[src/core/svr_params.svh]
// Constants for the stop recovery and voltage detect block.
`ifndef SVR_PARAMS_SVH
`define SVR_PARAMS_SVH
// ----------------------------------------
// Register map and fields
// ----------------------------------------
`define SVR_BANK_F        4'hf
`define SVR_ADDR_RECOVERY 8'h0b
`define SVR_ADDR_VDETECT  8'h0c
`define SVR_ADDR_IRQSTAT  8'h0d
`define SVR_ADDR_IRQMASK  8'h0e
`define SVR_ADDR_STOPCMD  8'h0f
`define SVR_BIT_WARM      7
`define SVR_BIT_LEVEL     6
`define SVR_BIT_DELAY     5
`define SVR_SRC_HI        4
`define SVR_SRC_LO        2
`define SVR_BIT_DIV16     0
`define SVR_RECOVERY_RST  8'h20
`define SVR_VD_ENABLE     0
`define SVR_VD_LOW        1
`define SVR_VD_HIGH       2
// Interrupt status bits: wake, low-voltage, high-voltage.
`define SVR_IRQ_WIDTH     3
// ----------------------------------------
// Timing
// ----------------------------------------
`define SVR_CLK_PERIOD_NS 10
`define SVR_POR_DELAY_US  1000
`define SVR_POR_DELAY_CYC ((`SVR_POR_DELAY_US * 1000) / `SVR_CLK_PERIOD_NS)
`define SVR_FAST_HOLD_CYC 10
`define SVR_BROWNOUT_CYC  16
`endif

[src/core/svr_pkg.sv]
// Types shared by the stop recovery and voltage detect block.
package svr_pkg;
  typedef enum logic [1:0] {
    SVR_SRC_NONE = 2'h0,
    SVR_SRC_PIN  = 2'h1,
    SVR_SRC_NOR  = 2'h2
  } svr_src_kind_t;

  typedef struct packed {
    logic       warm;
    logic       level;
    logic       delay;
    logic [2:0] src;
    logic       rsvd;
    logic       div16;
  } svr_recovery_t;

  typedef struct packed {
    logic [7:0] addr;
    logic [3:0] bank;
    logic [7:0] wdata;
    logic       wr;
    logic       rd;
  } svr_bus_req_t;

  typedef struct packed {
    logic       pinA;
    logic       pinB;
    logic       pinC;
    logic [7:0] port2In;
    logic [7:0] port2Out;
  } svr_wake_pins_t;
endpackage : svr_pkg

[src/core/svr_wake_select.sv]
// Wake source selection with level inversion.
`timescale 1ns/100ps
`include "svr_params.svh"
module svr_wake_select
  import svr_pkg::*;
(
  input  wire logic [2:0]     src,
  input  wire logic           level,
  input  wire svr_wake_pins_t pins,
  output logic                wakeHit
);
  logic [7:0] p2Eff;
  logic       raw;

  always_comb begin
    // Output-configured pins read high, which forces any NOR term that includes them low and blocks the wake when the level select is high.
    p2Eff = pins.port2In | pins.port2Out;
    unique case (src)
      3'h2:    raw = pins.pinA;
      3'h3:    raw = pins.pinB;
      3'h4:    raw = pins.pinC;
      3'h5:    raw = pins.port2In[7] | pins.port2Out[7];
      3'h6:    raw = ~|p2Eff[3:0];
      3'h7:    raw = ~|p2Eff;
      default: raw = 1'b0;
    endcase
    // Sources 2 to 7, the NOR terms included, are compared against the level select; sources 0 and 1 never wake.
    if (src == 3'h0 || src == 3'h1) begin
      wakeHit = 1'b0;
    end else begin
      wakeHit = ~(raw ^ level);
    end
  end
endmodule : svr_wake_select

[src/core/svr_sync.sv]
// Two-flop synchroniser for an asynchronous level vector.
`timescale 1ns/100ps
module svr_sync #(
  parameter int WIDTH = 1
) (
  input  wire logic             core_clk,
  input  wire logic             rstN,
  input  wire logic [WIDTH-1:0] asyncIn,
  output logic      [WIDTH-1:0] syncOut
);
  logic [WIDTH-1:0] meta_q;
  logic [WIDTH-1:0] sync_q;

  always_ff @(posedge core_clk or negedge rstN) begin
    if (!rstN) begin
      meta_q <= '0;
      sync_q <= '0;
    end else begin
      meta_q <= asyncIn;
      sync_q <= meta_q;
    end
  end

  assign syncOut = sync_q;
endmodule : svr_sync

[src/core/svr_stop_recovery.sv]
// Top of the stop recovery and voltage detect block.
`timescale 1ns/100ps
`include "svr_params.svh"
module svr_stop_recovery
  import svr_pkg::*;
#(
  parameter int POR_DELAY_CYC = `SVR_POR_DELAY_CYC
) (
  input  wire logic           core_clk,
  input  wire logic           reset_n,
  input  wire svr_bus_req_t   busReq,
  output logic [7:0]          busRdata,
  input  wire svr_wake_pins_t wakePins,
  input  wire logic           brownout,
  input  wire logic           lowVoltage,
  input  wire logic           highVoltage,
  output logic                globalReset,
  output logic                clockRun,
  output logic                coreHold,
  output logic                clkDiv16,
  output logic                vdEnable,
  output logic                irq
);
  // ----------------------------------------
  // Reset release and pin synchronisers
  // ----------------------------------------
  logic [1:0] rstSync_q;
  logic       rstN;

  always_ff @(posedge core_clk or negedge reset_n) begin
    if (!reset_n) begin
      rstSync_q <= 2'h0;
    end else begin
      rstSync_q <= {rstSync_q[0], 1'b1};
    end
  end
  assign rstN = rstSync_q[1];

  svr_wake_pins_t pinsS;
  logic [2:0]     analogS;

  svr_sync #(.WIDTH(19)) u_pinSync (
    .core_clk (core_clk),
    .rstN     (rstN),
    .asyncIn  (wakePins),
    .syncOut  (pinsS)
  );

  svr_sync #(.WIDTH(3)) u_anaSync (
    .core_clk (core_clk),
    .rstN     (rstN),
    .asyncIn  ({brownout, lowVoltage, highVoltage}),
    .syncOut  (analogS)
  );

  logic boS;
  logic lowS;
  logic highS;
  assign boS   = analogS[2];
  assign lowS  = analogS[1];
  assign highS = analogS[0];

  // ----------------------------------------
  // Sequencer
  // ----------------------------------------
  typedef enum logic [4:0] {
    SVR_ST_BROWN = 5'b00001,
    SVR_ST_POR   = 5'b00010,
    SVR_ST_RUN   = 5'b00100,
    SVR_ST_STOP  = 5'b01000,
    SVR_ST_WAKE  = 5'b10000
  } svr_state_t;

  svr_state_t    state_q, state_d;
  logic [31:0]   count_q, count_d;
  svr_recovery_t rec_q, rec_d;
  logic [2:0]    vd_q, vd_d;
  logic [2:0]    irqStat_q, irqStat_d;
  logic [2:0]    irqMask_q, irqMask_d;
  logic [7:0]    rdata_q, rdata_d;
  logic          irq_q, irq_d;
  logic          wakeHit;
  logic          wrRec;
  logic          wrVd;
  logic          wrStat;
  logic          wrMask;
  logic          wrStop;
  logic [2:0]    events;
  logic          lowPrev_q, highPrev_q;
  logic          lowPrev_d, highPrev_d;

  svr_wake_select u_wakeSel (
    .src     (rec_q.src),
    .level   (rec_q.level),
    .pins    (pinsS),
    .wakeHit (wakeHit)
  );

  function automatic logic svrHit(input svr_bus_req_t r, input logic [7:0] a);
    svrHit = (r.addr == a) && (a != `SVR_ADDR_RECOVERY || r.bank == `SVR_BANK_F);
  endfunction : svrHit

  assign wrRec  = busReq.wr && svrHit(busReq, `SVR_ADDR_RECOVERY);
  assign wrVd   = busReq.wr && svrHit(busReq, `SVR_ADDR_VDETECT);
  assign wrStat = busReq.wr && svrHit(busReq, `SVR_ADDR_IRQSTAT);
  assign wrMask = busReq.wr && svrHit(busReq, `SVR_ADDR_IRQMASK);
  assign wrStop = busReq.wr && svrHit(busReq, `SVR_ADDR_STOPCMD) && busReq.wdata[0];

  always_comb begin
    state_d    = state_q;
    count_d    = count_q;
    rec_d      = rec_q;
    vd_d       = vd_q;
    lowPrev_d  = lowPrev_q;
    highPrev_d = highPrev_q;
    events     = 3'h0;
    if (wrRec) begin
      // Bit 7 is never written by software.
      rec_d.level = busReq.wdata[`SVR_BIT_LEVEL];
      rec_d.delay = busReq.wdata[`SVR_BIT_DELAY];
      rec_d.src   = busReq.wdata[`SVR_SRC_HI:`SVR_SRC_LO];
      rec_d.div16 = busReq.wdata[`SVR_BIT_DIV16];
    end
    if (wrVd) begin
      vd_d[`SVR_VD_ENABLE] = busReq.wdata[`SVR_VD_ENABLE];
    end
    // Flags follow the comparator only while enabled and in RUN.
    if (vd_q[`SVR_VD_ENABLE] && state_q == SVR_ST_RUN) begin
      vd_d[`SVR_VD_LOW]  = lowS;
      vd_d[`SVR_VD_HIGH] = highS;
      lowPrev_d          = lowS;
      highPrev_d         = highS;
      events[1]          = lowS & ~lowPrev_q;
      events[2]          = highS & ~highPrev_q;
    end
    unique case (state_q)
      SVR_ST_BROWN: begin
        if (!boS) begin
          state_d = SVR_ST_POR;
          count_d = 32'h0;
        end
      end
      SVR_ST_POR: begin
        count_d = count_q + 32'h1;
        if (count_q >= 32'(POR_DELAY_CYC - 1)) begin
          state_d = SVR_ST_RUN;
        end
      end
      SVR_ST_RUN: begin
        if (wrStop) begin
          state_d = SVR_ST_STOP;
        end
      end
      SVR_ST_STOP: begin
        if (wakeHit) begin
          rec_d.warm = 1'b1;
          events[0]  = 1'b1;
          count_d    = 32'h0;
          state_d    = rec_q.delay ? SVR_ST_WAKE : SVR_ST_RUN;
        end
      end
      SVR_ST_WAKE: begin
        count_d = count_q + 32'h1;
        if (count_q >= 32'(POR_DELAY_CYC - 1)) begin
          state_d = SVR_ST_RUN;
        end
      end
    endcase
    if (boS) begin
      // Brownout restarts the sequencer and the recovery and detect registers as a cold start.
      state_d = SVR_ST_BROWN;
      rec_d   = `SVR_RECOVERY_RST;
      vd_d    = 3'h0;
    end
  end

  // ----------------------------------------
  // Interrupts and read data
  // ----------------------------------------
  always_comb begin
    irqStat_d = irqStat_q;
    irqMask_d = irqMask_q;
    if (wrStat) begin
      irqStat_d = irqStat_q & ~busReq.wdata[2:0];
    end
    // A new event wins over a clear in the same cycle.
    irqStat_d = irqStat_d | events;
    if (wrMask) begin
      irqMask_d = busReq.wdata[2:0];
    end
    irq_d   = |(irqStat_d & irqMask_d);
    rdata_d = 8'h0;
    if (busReq.rd) begin
      if (svrHit(busReq, `SVR_ADDR_RECOVERY)) begin
        rdata_d = {rec_q.warm, 7'h0};
      end else if (svrHit(busReq, `SVR_ADDR_VDETECT)) begin
        rdata_d = {5'h0, vd_q};
      end else if (svrHit(busReq, `SVR_ADDR_IRQSTAT)) begin
        rdata_d = {5'h0, irqStat_q};
      end else if (svrHit(busReq, `SVR_ADDR_IRQMASK)) begin
        rdata_d = {5'h0, irqMask_q};
      end
    end
  end

  always_ff @(posedge core_clk or negedge rstN) begin
    if (!rstN) begin
      state_q    <= SVR_ST_POR;
      count_q    <= 32'h0;
      rec_q      <= `SVR_RECOVERY_RST;
      vd_q       <= 3'h0;
      lowPrev_q  <= 1'b0;
      highPrev_q <= 1'b0;
      irqStat_q  <= 3'h0;
      irqMask_q  <= 3'h0;
      irq_q      <= 1'b0;
      rdata_q    <= 8'h0;
    end else begin
      state_q    <= state_d;
      count_q    <= count_d;
      rec_q      <= rec_d;
      vd_q       <= vd_d;
      lowPrev_q  <= lowPrev_d;
      highPrev_q <= highPrev_d;
      irqStat_q  <= irqStat_d;
      irqMask_q  <= irqMask_d;
      irq_q      <= irq_d;
      rdata_q    <= rdata_d;
    end
  end

  // ----------------------------------------
  // Outputs
  // ----------------------------------------
  logic gr_q, run_q, hold_q, div_q, ven_q;

  always_ff @(posedge core_clk or negedge rstN) begin
    if (!rstN) begin
      gr_q   <= 1'b1;
      run_q  <= 1'b1;
      hold_q <= 1'b1;
      div_q  <= 1'b0;
      ven_q  <= 1'b0;
    end else begin
      gr_q   <= (state_d == SVR_ST_BROWN);
      run_q  <= (state_d != SVR_ST_STOP);
      hold_q <= (state_d != SVR_ST_RUN);
      div_q  <= rec_d.div16;
      ven_q  <= vd_d[`SVR_VD_ENABLE] && (state_d != SVR_ST_STOP);
    end
  end

  assign busRdata    = rdata_q;
  assign globalReset = gr_q;
  assign clockRun    = run_q;
  assign coreHold    = hold_q;
  assign clkDiv16    = div_q;
  assign vdEnable    = ven_q;
  assign irq         = irq_q;
endmodule : svr_stop_recovery

[config.mk]
export PLATFORM = sky130hd
export DESIGN_NAME = svr_stop_recovery
export DESIGN_NICKNAME = d
export VERILOG_FILES = /design/src/core/svr_pkg.sv /design/src/core/svr_wake_select.sv /design/src/core/svr_sync.sv /design/src/core/svr_stop_recovery.sv
export VERILOG_INCLUDE_DIRS = /design/src /design/src/core
export SDC_FILE = /design/constraint.sdc
export NUM_CORES = 1
export LEC_CHECK = 0
export BUFFER_PORTS_ARGS = -buffer_cell sky130_fd_sc_hd__buf_2
export CAP_MARGIN = 20
export CORE_MARGIN = 2
export CORE_UTILIZATION = 52
export CTS_CLUSTER_SIZE = 14
export DETAILED_ROUTE_END_ITERATION = 7
export HOLD_SLACK_MARGIN = 0.1
export PLACE_DENSITY = 0.78
export SYNTH_ARGS = -nofsm -noshare
export SYNTH_HDL_FRONTEND = slang
export SYNTH_SLANG_ARGS = --single-unit
[constraint.sdc]
create_clock -name core_clk -period 3.5 [get_ports core_clk]
set_clock_uncertainty 0.15 [all_clocks]
set_input_delay 0.35 -clock core_clk [delete_from_list [all_inputs] [get_ports core_clk]]
set_output_delay 0.35 -clock core_clk [all_outputs]
set_load 0.01 [all_outputs]
==> metrics <==
outcome=completed; Seq/Total Area, Yosys=57.2%; Slew headroom=43.0%; Leak Pwr=2.55 nW; largest net degree at the start of global routing=46; Yosys top cell by area=dfrtp_1; routed length per placed instance=15.5 um; Net Sw Frac=27.6%; Gate power share=8.0%; Seq pwr share=58.8%; Final Cell Area=5680 um2; Detail Route Antenna Nets=0; Synth Cell Area=4820 um2; synthesis-to-finish area growth=17.8%; CP cell instances=mux2_2, and3_1, a211oi_2, mux2i_2, buf_4, o21ai_0; initial DRC count=260; Worst EP arrival=2630 ps; setup TNS=0 ps; Ports=60; nets@finish=577; number of synthesized flops with an enable pin=0; Hold Path Class=in -> reg; drt drc=0; # hold bufs at CTS=31; async set-reset flop share out of synthesis=100%; Clock power frac=33.2%; diode count=0; prevailing post-synth register cell=dfrtp_1; Die Footprint=10100 um2; first-pass GRT wire length=16700 um; warnings from Yosys=0; Die Ht=100 um; clk sink count=110; CTS HTree Levels=3; total wire length=10000 um; initial core utilization=53.0%; Largest delay share family, worst path=multiplexers; DR vias=3744; max-slew violations=0; Chip Width=100 um; total power=2.34 mW; Setup Viol. Count Final=0; Port Buffers=54; top post-synthesis cells by area=dfrtp_1 (54%), a31oi_1 (3.8%), nor2_1 (3.4%); Setup crit start kind=flop; Vias/cell=5.80; drt first pass iters=4; # Post-CTS Setup Buffers=0; Setup crit end kind=flop; maximum buffer depth of the clock tree=2; area of the core=9110 um2; Slowest-stage cell, CP=a211oi_2; Max VDD drop=0.279 mV; layout cells sized above 1=19.6%; final period utilization=72.1%; max_cap viols=0; initial antenna violation count=0; synthesis-stage register bit count=110; Cell Count, Final, Fillers Out=646; Congestion Overflow GR=0; worst path bufs/invs=1; Placed Instances=599; share of the synthesized area in the top cell type=54.5%; Max Fclk=396 MHz; Netlist cell types=66; Clk Latency, worst-skew pair=380 ps; number of global-route vias before repair=3533; Site Rows=35; synthesized area per cell=10.6 um2; Mapped Cells=454; All-Layer GR Usage=21.0%; Crit Path Category=reg -> reg; post-detail-place hpwl=6390 um; PwrDens=412 nW/um2; Final Critical Period=2520 ps; Area after DPL=5160 um2; Worst-path clk slew=120 ps; largest fanout on the critical path=32; CTS tree=done; most frequent cell after synthesis=dfrtp_1; RePlAce Congestion=0.876; post-CTS sizing=0; Root Buffer=clkbuf_8; RSZ-0062 raised after global routing=false; top cells by count, synth=dfrtp_1 (105), nor2_1 (44), a31oi_1 (29), nand2_1 (29), inv_1 (19); WP data required=3610 ps; critical path's largest stage delay=470 ps; switching power=645 uW; CTS Buf Count=9; Worst-Margin Slew=854 ps; count of final hold-check violations=0; design internal power=1.70 mW
## power groups by stage
stage               Combinational (mW)  Clock, mW  Sequential (mW)
floorplan                        0.103          0             1.39
global placement                 0.152          0             1.40
detailed placement               0.160          0             1.40
CTS                              0.187      0.798             1.38
global route                     0.211      0.859             1.39
finish                           0.188      0.777             1.38
## tightest hold or removal path, cell delays in order
cell and delay, ps:
buf_2 130, nand3_1 80, a21oi_1 60
## area by class of cell
type,instances,area [um2]
Fill cell,689,3420
Sequential cell,110,2760
Multi-Input combinational cell,299,1880
Timing Repair Buffer,91,626
Tap cell,111,139
Clock buffer,9,124
Clock inverter,7,86.3
Inverter,19,71.3
## sequential cells by signal, indices dropped and copies added, names as in the netlist, 2 cells and up
register,count
u_pinSync.syncOut,19
u_pinSync.meta_q,19
u_anaSync.syncOut,3
rec_q,6
u_anaSync.meta_q,3
count_q,32
rstSync_q,2
irqStat_q,3
irqMask_q,3
state_q,5
busRdata,4
vd_q,3
## per-stage QoR
stage / hold slack, ps / util (%) / setup slack [ps]
after CTS: 110 / 62.4 / 987
final: 125 / 62.4 / 977
after global placement: -11.9 / 56.7 / 989
after global routing: 115 / 62.4 / 846
after detailed placement: -10.3 / 56.7 / 998
after floorplan: -95.6 / - / 67.5
## final timing paths
kind / startpoint / endpoint / slack [ps] / depth (start not counted)
min in group asynchronous: rstSync_q[1] / rec_q[3] / 180 / 0
max reg2reg: rec_q[2] / count_q[25] / 980 / 6
max: rec_q[2] / count_q[25] / 980 / 6
min reg2reg: rstSync_q[1] / rec_q[3] / 180 / 0
min: busReq[1] / clkDiv16 / 120 / 3
max in group asynchronous: reset_n / rstSync_q[0] / 1890 / 4
## layout by cell type, fill, tap and decap left out, types with 5 or more instances in the layout
cell type and instances:
dfrtp_1 104, buf_2 54, nor2_1 44, dlygate4sd3_1 31
nand2_1 29, a31oi_1 29, inv_1 19, o21ai_0 16
a21oi_1 16, nand3_1 15, mux2i_1 15, nor4_1 14
and3_1 10, nand4_1 10, clkbuf_8 9, or4_1 8
or2_2 7, mux2_2 6, buf_4 6, and4_1 5
a211o_1 5, and2_1 5, conb_1 5, dfstp_2 5
## per-layer routing
metal	vias to the layer above	part of all wire (%)	global-route usage, %
li1	1793	-	-
met1	1843	45	28.6
met3	15	4.0	4.32
met4	0	1.4	6.53
met2	93	49	34.1
met5	-	0	0
## cells by family (layout without fill, tap and decap cells)
group	count (synthesis)	in the layout	share of synthesized area, %
buffers and inverters	48	126	4.41
other	2	5	0.156
and+or+nand+nor	174	174	19.8
DFF	110	110	57.2
AOI/OAI and AO/OA	95	95	13.1
muxes	22	22	4.72
xor gates and xnor gates	2	2	0.363
adders and majority gates	1	1	0.259
Note: power is estimated with default switching activity, not from simulation.
